===== src/core/rtc_ctrl_regs.svh =====
// Register map and field constants of the RTC control block
`ifndef RTC_CTRL_REGS_SVH
`define RTC_CTRL_REGS_SVH
// ----------------------------------------
// Offsets
// ----------------------------------------
`define OFS_CTRL_A     8'h0a
`define OFS_CTRL_B     8'h0b
`define OFS_FLAGS      8'h0c
`define OFS_VALID      8'h0d
`define OFS_DOM_A1     8'h0e
// ----------------------------------------
// Fields
// ----------------------------------------
`define B_FREEZE       7
`define B_PIE          6
`define B_ALARM_ONE_IRQ_ENABLE         5
`define B_UPDATE_DONE_IRQ_ENABLE         4
`define B_ALARM_TWO_IRQ_ENABLE         3
`define B_NUMFMT       2
`define B_HRFMT        1
`define B_DST          0
`define B_SUMMARY_IRQ_FLAG         7
`define B_PF           6
`define B_A1F          5
`define B_UF           4
`define B_A2F          3
`define B_VALID        7
`define RATE_W         4
// ----------------------------------------
// Reset values and codes
// ----------------------------------------
`define RST_BYTE       8'h00
`define RST_DOM_A1     8'hc0
`define DONT_CARE      2'h3
`define RATE_OFF       4'h0
`define RATE_ALIAS_LO  4'h1
`define RATE_ALIAS_HI  4'h2
`define TAP_ALIAS_LO   4'h7
`define TAP_ALIAS_HI   4'h8
`define TAP_MIN        15
`define SUNDAY         8'h01
`define APRIL          8'h04
`define OCT_BCD        8'h10
`define OCT_BIN        8'h0a
`define FIRST_WK_END   8'h07
`define LAST_WK_BCD    8'h25
`define LAST_WK_BIN    8'h19
`define DOM_MIN        8'h01
`define DOM_MAX_BCD    8'h31
`define DOM_MAX_BIN    8'h1f
`define HR_ONE         8'h01
`define HR_THREE       8'h03
`define MS_LAST_BCD    8'h59
`define MS_LAST_BIN    8'h3b
`endif


===== src/core/rtc_ctrl_pkg.sv =====
// Types shared by the RTC control block
package rtc_ctrl_pkg;
    // ----------------------------------------
    // Current time from the counters
    // ----------------------------------------
    typedef struct packed {
        logic [7:0] month;
        logic [7:0] dom;
        logic [7:0] dow;
        logic [7:0] hour;
        logic [7:0] min;
        logic [7:0] sec;
    } rtc_time_s;
    // ----------------------------------------
    // Hour reload command
    // ----------------------------------------
    typedef struct packed {
        logic       load;
        logic [7:0] hour;
    } hour_load_s;
    // ----------------------------------------
    // Fall-back tracking
    // ----------------------------------------
    typedef enum logic [0:0] {
        FALL_ARMED = 1'b0,
        FALL_DONE  = 1'b1
    } fall_state_e;
endpackage : rtc_ctrl_pkg


===== src/core/rtc_control_status_alarm.sv =====
// RTC control, status, flags and date alarm 1
//
// The implementer's own choice: the address-and-strobe port.
`include "rtc_ctrl_regs.svh"
module rtc_control_status_alarm #(
    parameter int TAP_W = 15
) (
    // Clock and reset
    input  wire logic                    ref_clk,
    input  wire logic                    sys_rst,
    // Register port
    input  wire logic [7:0]              reg_addr,
    input  wire logic [7:0]              reg_wdata,
    input  wire logic                    reg_wr,
    input  wire logic                    reg_rd,
    output logic      [7:0]              reg_rdata,
    // RTC state
    input  wire logic                    rtc_enable,
    input  wire logic                    supply_ok,
    input  wire logic [TAP_W-1:0]        div_taps,
    input  wire logic                    update_tick,
    input  wire rtc_ctrl_pkg::rtc_time_s cur_time,
    input  wire logic                    alarm_one_time_match,
    input  wire logic                    alarm_two_match,
    // Time counter control
    output logic                         time_update,
    output rtc_ctrl_pkg::hour_load_s     hour_load,
    output logic                         number_format_select,
    output logic                         hour_format_select,
    // Interrupt
    output logic                         irq
);
    import rtc_ctrl_pkg::*;

    if (TAP_W < `TAP_MIN) begin : g_tap_check
        $error("TAP_W too small");
    end

    // ----------------------------------------
    // Functions
    // ----------------------------------------
    function automatic logic [3:0] tap_of(input logic [3:0] rs);
        logic [3:0] t;
        t = rs - 4'h1;
        if (rs == `RATE_OFF) begin
            t = 4'h0;
        end else if (rs == `RATE_ALIAS_LO) begin
            t = `TAP_ALIAS_LO;
        end else if (rs == `RATE_ALIAS_HI) begin
            t = `TAP_ALIAS_HI;
        end
        return t;
    endfunction : tap_of

    function automatic logic is_last(input logic [7:0] v,
                                     input logic       bin);
        return v == (bin ? `MS_LAST_BIN : `MS_LAST_BCD);
    endfunction : is_last

    function automatic logic dom_ok(input logic [7:0] v,
                                    input logic       bin);
        logic [7:0] hi;
        hi = bin ? `DOM_MAX_BIN : `DOM_MAX_BCD;
        return (v[7:6] == `DONT_CARE) || (v >= `DOM_MIN && v <= hi);
    endfunction : dom_ok

    // ----------------------------------------
    // Registers
    // ----------------------------------------
    logic [3:0]  rate_reg;
    logic [7:0]  ctrl_b_reg;
    logic [7:0]  ctrl_b_next;
    logic        summary_irq_flag_reg;
    logic        summary_irq_flag_next;
    logic        pf_reg;
    logic        pf_next;
    logic        a1f_reg;
    logic        a1f_next;
    logic        uf_reg;
    logic        uf_next;
    logic        a2f_reg;
    logic        a2f_next;
    logic        valid_reg;
    logic [7:0]  dom_a1_reg;
    logic        tap_prev_reg;
    logic        upd_reg;
    logic [7:0]  rdata_reg;
    hour_load_s  hload_reg;
    fall_state_e fall_reg;
    fall_state_e fall_next;

    // ----------------------------------------
    // Decode
    // ----------------------------------------
    wire wr_a    = reg_wr && (reg_addr == `OFS_CTRL_A);
    wire wr_b    = reg_wr && (reg_addr == `OFS_CTRL_B);
    wire wr_dom  = reg_wr && (reg_addr == `OFS_DOM_A1);
    wire rd_flag = reg_rd && (reg_addr == `OFS_FLAGS);
    wire off     = !rtc_enable;
    wire bin     = ctrl_b_reg[`B_NUMFMT];
    wire periodic_irq_enable     = ctrl_b_reg[`B_PIE];
    wire alarm_one_irq_enable    = ctrl_b_reg[`B_ALARM_ONE_IRQ_ENABLE];
    wire update_done_irq_enable    = ctrl_b_reg[`B_UPDATE_DONE_IRQ_ENABLE];

    // ----------------------------------------
    // Periodic tick
    // ----------------------------------------
    wire [3:0] tap_idx = tap_of(rate_reg);
    wire       tap_sel = div_taps[tap_idx];
    wire       p_tick  = (rate_reg != `RATE_OFF)
                         && tap_sel && !tap_prev_reg;

    // ----------------------------------------
    // Update and daylight saving
    // ----------------------------------------
    wire upd_go   = update_tick && !ctrl_b_reg[`B_FREEZE];
    wire sunday   = cur_time.dow == `SUNDAY;
    wire hr_one   = cur_time.hour == `HR_ONE;
    wire t_last   = hr_one && is_last(cur_time.min, bin)
                    && is_last(cur_time.sec, bin);
    wire oct      = cur_time.month == (bin ? `OCT_BIN : `OCT_BCD);
    wire spring   = sunday && cur_time.month == `APRIL
                    && cur_time.dom <= `FIRST_WK_END;
    wire fall_day = sunday && oct
                    && cur_time.dom >= (bin ? `LAST_WK_BIN : `LAST_WK_BCD);
    wire dst_on   = ctrl_b_reg[`B_DST];
    wire go_fwd   = dst_on && upd_go && spring && t_last;
    wire go_back  = dst_on && upd_go && fall_day && t_last
                    && fall_reg == FALL_ARMED;

    always_comb begin
        fall_next = fall_reg;
        if (go_back) begin
            fall_next = FALL_DONE;
        end else if (!fall_day) begin
            fall_next = FALL_ARMED;
        end
    end

    // ----------------------------------------
    // Alarm matching
    // ----------------------------------------
    wire dom_any = dom_a1_reg[7:6] == `DONT_CARE;
    wire dom_hit = dom_any || dom_a1_reg == cur_time.dom;
    wire a1_hit  = upd_go && alarm_one_time_match && dom_hit;
    wire a2_hit  = upd_go && alarm_two_match;
    wire dom_wok = dom_ok(reg_wdata, bin);

    // ----------------------------------------
    // Control B next value
    // ----------------------------------------
    always_comb begin
        ctrl_b_next = wr_b ? reg_wdata : ctrl_b_reg;
        if (off) begin
            ctrl_b_next[`B_PIE]  = 1'b0;
            ctrl_b_next[`B_UPDATE_DONE_IRQ_ENABLE] = 1'b0;
        end
        if (!valid_reg) begin
            ctrl_b_next[`B_ALARM_ONE_IRQ_ENABLE] = 1'b0;
            ctrl_b_next[`B_ALARM_TWO_IRQ_ENABLE] = 1'b0;
        end
    end

    // ----------------------------------------
    // Flag next values, set wins over read clear except for the summary flag, which the read clears
    // ----------------------------------------
    wire irq_cond = (pf_reg && periodic_irq_enable) || (a1f_reg && alarm_one_irq_enable)
                    || (uf_reg && update_done_irq_enable);

    always_comb begin
        pf_next   = p_tick || (pf_reg && !rd_flag);
        uf_next   = upd_reg || (uf_reg && !rd_flag);
        a1f_next  = a1_hit || (a1f_reg && !rd_flag);
        a2f_next  = a2_hit || (a2f_reg && !rd_flag);
        summary_irq_flag_next = !rd_flag && (irq_cond || summary_irq_flag_reg);
        if (off) begin
            pf_next   = 1'b0;
            uf_next   = 1'b0;
            summary_irq_flag_next = 1'b0;
        end
        if (!valid_reg) begin
            a1f_next = 1'b0;
            a2f_next = 1'b0;
        end
    end

    // ----------------------------------------
    // Read mux
    // ----------------------------------------
    wire [7:0] flags_rd = {summary_irq_flag_reg, pf_reg, a1f_reg,
                           uf_reg, a2f_reg, 3'h0};
    wire [7:0] valid_rd = {valid_reg, 7'h00};
    logic [7:0] rd_mux;

    always_comb begin
        rd_mux = `RST_BYTE;
        if (reg_addr == `OFS_CTRL_A) begin
            rd_mux = {4'h0, rate_reg};
        end else if (reg_addr == `OFS_CTRL_B) begin
            rd_mux = ctrl_b_reg;
        end else if (reg_addr == `OFS_FLAGS) begin
            rd_mux = flags_rd;
        end else if (reg_addr == `OFS_VALID) begin
            rd_mux = valid_rd;
        end else if (reg_addr == `OFS_DOM_A1) begin
            rd_mux = dom_a1_reg;
        end
    end

    // ----------------------------------------
    // Flip-flops
    // ----------------------------------------
    always_ff @(posedge ref_clk or posedge sys_rst) begin
        if (sys_rst) begin
            rate_reg   <= `RATE_OFF;
            ctrl_b_reg <= `RST_BYTE;
            dom_a1_reg <= `RST_DOM_A1;
        end else begin
            if (wr_a) begin
                rate_reg <= reg_wdata[`RATE_W-1:0];
            end
            ctrl_b_reg <= ctrl_b_next;
            if (wr_dom && dom_wok) begin
                dom_a1_reg <= reg_wdata;
            end
        end
    end

    always_ff @(posedge ref_clk or posedge sys_rst) begin
        if (sys_rst) begin
            summary_irq_flag_reg <= 1'b0;
            pf_reg   <= 1'b0;
            a1f_reg  <= 1'b0;
            uf_reg   <= 1'b0;
            a2f_reg  <= 1'b0;
        end else begin
            summary_irq_flag_reg <= summary_irq_flag_next;
            pf_reg   <= pf_next;
            a1f_reg  <= a1f_next;
            uf_reg   <= uf_next;
            a2f_reg  <= a2f_next;
        end
    end

    always_ff @(posedge ref_clk or posedge sys_rst) begin
        if (sys_rst) begin
            valid_reg    <= 1'b0;
            tap_prev_reg <= 1'b0;
            upd_reg      <= 1'b0;
            fall_reg     <= FALL_ARMED;
        end else begin
            valid_reg    <= supply_ok;
            tap_prev_reg <= tap_sel;
            upd_reg      <= upd_go;
            fall_reg     <= fall_next;
        end
    end

    always_ff @(posedge ref_clk or posedge sys_rst) begin
        if (sys_rst) begin
            rdata_reg <= `RST_BYTE;
            hload_reg <= '0;
        end else begin
            rdata_reg      <= reg_rd ? rd_mux : `RST_BYTE;
            hload_reg.load <= go_fwd || go_back;
            hload_reg.hour <= go_fwd ? `HR_THREE : `HR_ONE;
        end
    end

    // ----------------------------------------
    // Outputs
    // ----------------------------------------
    assign reg_rdata            = rdata_reg;
    assign time_update          = upd_go;
    assign hour_load            = hload_reg;
    assign number_format_select = ctrl_b_reg[`B_NUMFMT];
    assign hour_format_select   = ctrl_b_reg[`B_HRFMT];
    assign irq                  = summary_irq_flag_reg;
endmodule : rtc_control_status_alarm


===== config.mk =====
export PLATFORM = sky130hd
export DESIGN_NAME = rtc_control_status_alarm
export DESIGN_NICKNAME = d
export VERILOG_FILES = /design/src/core/rtc_ctrl_pkg.sv /design/src/core/rtc_control_status_alarm.sv
export VERILOG_INCLUDE_DIRS = /design/src /design/src/core
export SDC_FILE = /design/constraint.sdc
export NUM_CORES = 1
export LEC_CHECK = 0
export BUFFER_PORTS_ARGS = -buffer_cell sky130_fd_sc_hd__buf_4
export CORE_MARGIN = 4
export CORE_UTILIZATION = 30
export CTS_BUF_LIST = sky130_fd_sc_hd__clkbuf_4
export DETAILED_ROUTE_END_ITERATION = 7
export SLEW_MARGIN = 20
export SYNTH_ARGS = -nofsm -noshare
export SYNTH_HDL_FRONTEND = slang
export SYNTH_SLANG_ARGS = --single-unit

===== constraint.sdc =====
create_clock -name ref_clk -period 3.3 [get_ports ref_clk]
set_clock_uncertainty 0.2 [all_clocks]
set_input_delay 0 -clock ref_clk [delete_from_list [all_inputs] [get_ports ref_clk]]
set_output_delay 0 -clock ref_clk [all_outputs]
set_load 0.02 [all_outputs]

# Word level (Yosys, flattened, before mapping)
# Index checks and enable logic that the tools add are counted.
# totals
regBits	40
input_bits	88
out_inout_bits	21
elab_cells	118
# classes
add_sub_neg	1
order_cmp	5
n_eq_ne	19
mux	28
bitwise_logic	1
reduce_logical	47
# ops
operator	n
$mux W8	6
$eq A8 B4 Y1 const B	5
$logic_and A1 B1 Y1	32
$eq A8 B1 Y1 const B	2
$eq A8 B8 Y1	2
$mux W7	2
$mux W1	12
$mux W4	3
$mux W6	2
$logic_or A1 B1 Y1	10
$eq A8 B3 Y1 const B	1
$eq A8 B5 Y1	1
$eq A8 B7 Y1	1
$ge A8 B1 Y1 const B	1
$ge A8 B6 Y1	1
$le A8 B3 Y1 const B	1
$le A8 B6 Y1	1
$ne A2 B1 Y1 const B	3
$lt A4 B5 Y1 const B	1
$mux W5	1
$bmux W1 S4	1
$eq A2 B2 Y1 const B	2
$eq A4 B1 Y1 const B	1
$eq A4 B2 Y1 const B	1
other kinds (6)	8

# Depth between registers and ports, before layout
# depth
word_depth	10
depth_mapped	9
mapped_depth_nobuf	8

# Least setup slack after synthesis
# Ideal clock, no wire load.
# synth_timing
kind	register -> register
startpoint	register ctrl_b_reg[2]
endpoint	register dom_a1_reg[0]
setup_time_ns	0.128
arrival_ns	2.205
t_required_ns	2.972
path_slack_ns	0.767
stages_incl_launch_ff	9
n_path_buf	0
period_less_slack_ns	2.533
cell_sequence	dfrtp_1 -> inv_1 -> ha_1 -> a21o_1 -> a21oi_1 -> o21ai_0 -> a211o_1 -> a21o_1 -> mux2_1
# synth_via
elab_chain_cells	5
# synth_lines
element	line	rtl
start, declared	rtc_control_status_alarm.sv:71	logic [7:0] ctrl_b_reg;
start signal, assigned	rtc_control_status_alarm.sv:216	ctrl_b_reg <= `RST_BYTE;
start signal, assigned	rtc_control_status_alarm.sv:222	ctrl_b_reg <= ctrl_b_next;
$mux W6 (no line)	n/a	
$le A8 B6 Y1	rtc_control_status_alarm.sv:64	return (v[7:6] == `DONT_CARE) || (v >= `DOM_MIN && v <= hi);
$logic_and A1 B1 Y1	rtc_control_status_alarm.sv:64	
$logic_or A1 B1 Y1	rtc_control_status_alarm.sv:64	
$logic_and A1 B1 Y1	rtc_control_status_alarm.sv:223	if (wr_dom && dom_wok) begin
end signal, assigned	rtc_control_status_alarm.sv:217	dom_a1_reg <= `RST_DOM_A1;
end signal, assigned	rtc_control_status_alarm.sv:224	dom_a1_reg <= reg_wdata;
end, declared	rtc_control_status_alarm.sv:84	logic [7:0] dom_a1_reg;
# Every way passes these cells.
# A chain may end at the register's enable or synchronous reset.

# Worst setup path after layout
# layout_timing
startpoint	register rate_reg[0]
endpoint	register pf_reg
# layout_via
elab_chain_cells	10
elab_cells_between_ends	14
cone_classes	add/sub: 1; eq/ne: 2; mux: 6; reduce/logical: 5
# layout_lines
element	line	rtl
start, declared	rtc_control_status_alarm.sv:70	logic [3:0] rate_reg;
start signal, assigned	rtc_control_status_alarm.sv:215	rate_reg <= `RATE_OFF;
start signal, assigned	rtc_control_status_alarm.sv:220	rate_reg <= reg_wdata[`RATE_W-1:0];
$sub A4 B1 Y4 / $eq A4 B2 Y1 (equally long branches)	n/a	
$mux W4	rtc_control_status_alarm.sv:49	end else if (rs == `RATE_ALIAS_HI) begin
$mux W4	rtc_control_status_alarm.sv:47	end else if (rs == `RATE_ALIAS_LO) begin
$mux W4	rtc_control_status_alarm.sv:45	if (rs == `RATE_OFF) begin
$bmux W1 S4	rtc_control_status_alarm.sv:109	wire tap_sel = div_taps[tap_idx];
$mux W1 (implied by the code)	rtc_control_status_alarm.sv:109	
$logic_and A1 B1 Y1 (*) (2 in a row)	rtc_control_status_alarm.sv:110	wire p_tick = (rate_reg != `RATE_OFF)
$logic_or A1 B1 Y1 (*)	rtc_control_status_alarm.sv:171	pf_next = p_tick || (pf_reg && !rd_flag);
$mux W1 (*)	rtc_control_status_alarm.sv:176	if (off) begin
via pf_next	rtc_control_status_alarm.sv:76	logic pf_next;
end signal, assigned	rtc_control_status_alarm.sv:238	pf_reg <= pf_next;
end, declared	rtc_control_status_alarm.sv:75	logic pf_reg;
# Mark *: on every way through the listed nets, which the timed path passes. The rest lies on a longest branch. The select of a mux whose other input is x is not followed.

==> flow_summary_export.csv <==
group,metric,value,unit
status,status,"completed",
floorplan,initial_utilization,0.310,
timing,tightestPinTransition,0.630,ns
grt,grt_util_all_layers,0.156,
timing,period_share,0.906,
floorplan,die_h,101,µm
critical_path,slowest_stage,"dlygate4sd3_1",
yosys,synth_flop_cell,"dfrtp_1",
run,max-cap-violations,0,
finish,final_util,0.478,
critical_path,r2r_end,"pf_reg",
clocking,path_clk_slew,0.14,ns
power_and_ir_drop,power_density,274,mW/mm²
power_and_ir_drop,vdd_ir_drop_max,0.000118,V
grt,grt_pass1_wl,12.7,mm
yosys,synth_most_common_cell,"dfrtp_1",
timing,max_slew_margin,0.579,
floorplan,num_io_pins,109,
drt,vias,2596,
clocking,cts_buffers,5,
timing,layout_min_cycle_time,2.99,ns
grt,antenna_found_initial,0,
critical_path,crit_start,"rate_reg[0]",
yosys,async_flop_share,1.00,
grt,grt_max_degree,41,
yosys,synthDominantCellAreaShare,0.369,
yosys,syn_area,0.00257,mm²
floorplan,fp.dieW,101,µm
min_path,hold_class,"in2reg",
critical_path,cp_cell_sequence,"inv_1 > ha_1 > nor3b_1 > a21o_1 > a211oi_1 > o21ai_1 > nand4_1 > dlygate4sd3_1 > o211ai_2",
critical_path,critPathCapture,"pf_reg",
drt,drc,0,
clocking,htreeDepth,2,
critical_path,cp.depth,9,
clocking,clock-root-buffer,"clkbuf_4",
yosys,synthCells,263,
yosys,syn_avg_cell_area,9.79,µm²
critical_path,cp_max_fo,8,
yosys,synth.top_cells.by_area,"dfrtp_1 37%, mux2_2 5.7%, ha_1 5.3%",
critical_path,crit_type,"reg2reg",
timing,hold_viol_final,0,
clocking,clock_sinks,40,
clocking,tritoncts,"yes",
place,hpwl,5.90,mm
yosys,synth_cell_types,57,
yosys,synth_top_cell_by_area,"dfrtp_1",
clocking,insertion_delay,0.35,ns
floorplan,rows,33,
critical_path,end_kind,"register",
timing,maxSlewViolCount,0,
floorplan,dieArea,0.0101,mm²
timing,clock.fmax,335,MHz
drt,ant_nets,0,
drt,routed_wl,7.86,mm
timing,setup_viol_count_final,0,
timing,finalSetupTns,0,ns
clocking,postCtsSetupBuffers,0,
drt,viasPerCell,4.98,
critical_path,worst-path-buf-inv,2,
finish,synthToLayoutAreaGrowth,54.2,%
clocking,postCtsHoldBufs,49,
drt,drt_iter0_drc,109,
critical_path,crit_family,"buffers and inverters",
critical_path,timing.critical_path.required,3.37,ns
yosys,yosys_warnings,0,
place,place.gp.congestion,0.844,
critical_path,regToRegStartpoint,"rate_reg[0]",
yosys,ys_seq_area_frac,0.390,
grt,grt_pass1_vias,2740,
drt,wire_per_inst,15.1,µm
critical_path,worstSetupStartpointType,"register",
critical_path,max_stage_delay,0.60,ns
clocking,post_cts_resize_count,0,
critical_path,rr_worst_depth,9,
finish,drive_gt1_frac,0.332,
yosys,synth-edff-count,0,
drt,firstDrtPassIters,6,
floorplan,coreArea,0.00830,mm²
finish,fill_cells,793,
finish,final_nets,514,
min_path,whs_path_depth,5,
power_and_ir_drop,leakage,0.00185,µW
place,io_buffer_count,102,
critical_path,r2r_setup_slack,0.31,ns
timing,rsz0062_at_grt,"no",
grt,overflow,0,
yosys,synth_commonest_cells,"38 x dfrtp_1, 21 x nor2_1, 16 x nand3_1, 13 x mux2_2",
yosys,ys_ff_latch,40,
finish,n_antenna_cell,0,
clocking,cts_buffer_depth,2,
critical_path,worstPathArrival,3.06,ns
## area by class of cell
class / count / area, µm² / area share
inverter: 9 / 33.8 / 0.00851
clock buffer: 5 / 37.5 / 0.00945
timing repair buffer: 154 / 1280 / 0.322
multi-input combinational: 205 / 1470 / 0.369
sequential: 40 / 1000 / 0.253
tap: 105 / 131 / 0.0331
clock inverter: 3 / 18.8 / 0.00473
## worst min-delay path, delay by kind of cell
kind / cells / cell delay (ns)
AO/OA/AOI/OAI: 1 / 0.20
AND/OR/NAND/NOR: 3 / 0.29
buffers and inverters: 1 / 0.07
## placed cells by master (no fill, tap or decap), types with 6 or more instances in the layout
| master | Yosys | final |
|---|---|---|
| nor2b_1 | 9 | 9 |
| ha_1 | 11 | 11 |
| mux2i_1 | 12 | 12 |
| xnor2_1 | 8 | 8 |
| nor4_1 | 10 | 10 |
| dfrtp_1 | 38 | 38 |
| conb_1 | 2 | 7 |
| inv_1 | 9 | 9 |
| a21oi_1 | 11 | 11 |
| buf_4 | 6 | 105 |
| nand3_1 | 16 | 16 |
| nor2_1 | 21 | 21 |
| dlygate4sd3_1 | 0 | 49 |
| nand4_1 | 6 | 6 |
| nand2_1 | 12 | 12 |
| mux2_2 | 13 | 13 |
## stage by stage
| step | std cells | setup slack [ns] | total power, µW | cell area [µm²] | hold WS, ns |
|---|---|---|---|---|---|
| after global placement | 464 | 0.970 | 794 | 3420 | -0.0758 |
| after global routing | 521 | 0.0428 | 1150 | 3970 | 0.0438 |
| final | 521 | 0.311 | 1090 | 3970 | 0.0374 |
| after floorplan | 268 | 0.767 | 677 | 2590 | -0.169 |
| after detailed placement | 464 | 0.876 | 798 | 3420 | -0.0745 |
| after CTS | 521 | 0.326 | 1100 | 3970 | 0.0219 |
## power by group
part           switching (µW)  leakage (µW)  total (µW)  internal, µW
clock network             167     0.0000349         249          82.0
registers                16.7      0.000537         524           508
logic                     136       0.00128         313           177
total                     319       0.00185        1090           767
## worst min path at each step
| stage | startpoint | to | slack (ns) |
|---|---|---|---|
| 2_1_floorplan | supply_ok | valid_reg | -0.17 |
| 3_3_place_gp | supply_ok | valid_reg | -0.08 |
| 3_5_place_dp | supply_ok | valid_reg | -0.07 |
| 4_1_cts | reg_addr[6] | reg_rdata[7] | 0.02 |
| 5_1_grt | reg_addr[5] | reg_rdata[7] | 0.04 |
| 6_report | reg_addr[5] | reg_rdata[7] | 0.04 |
## cell families (layout without fill, tap and decap cells)
logic type / after synthesis / after routing / synth area share
AND/OR/NAND/NOR: 97 / 97 / 0.216
AO/OA/AOI/OAI: 56 / 56 / 0.155
flip-flops: 40 / 40 / 0.390
multiplexers: 26 / 26 / 0.108
buffers and inverters: 23 / 171 / 0.0481
adder cells (fa/ha/maj): 11 / 11 / 0.0534
XOR/XNOR: 8 / 8 / 0.0272
other: 2 / 7 / 0.00292
## routing by layer
layer | global-route usage | up-vias | part of all wire
met4 | 0.0321 | 0 | 0.0073
met2 | 0.278 | 100 | 0.51
li1 | - | 1260 | -
met3 | 0.0291 | 7 | 0.077
met5 | 0 | - | 0
met1 | 0.196 | 1229 | 0.41
No activity file was read; power rests on OpenSTA's default activity.
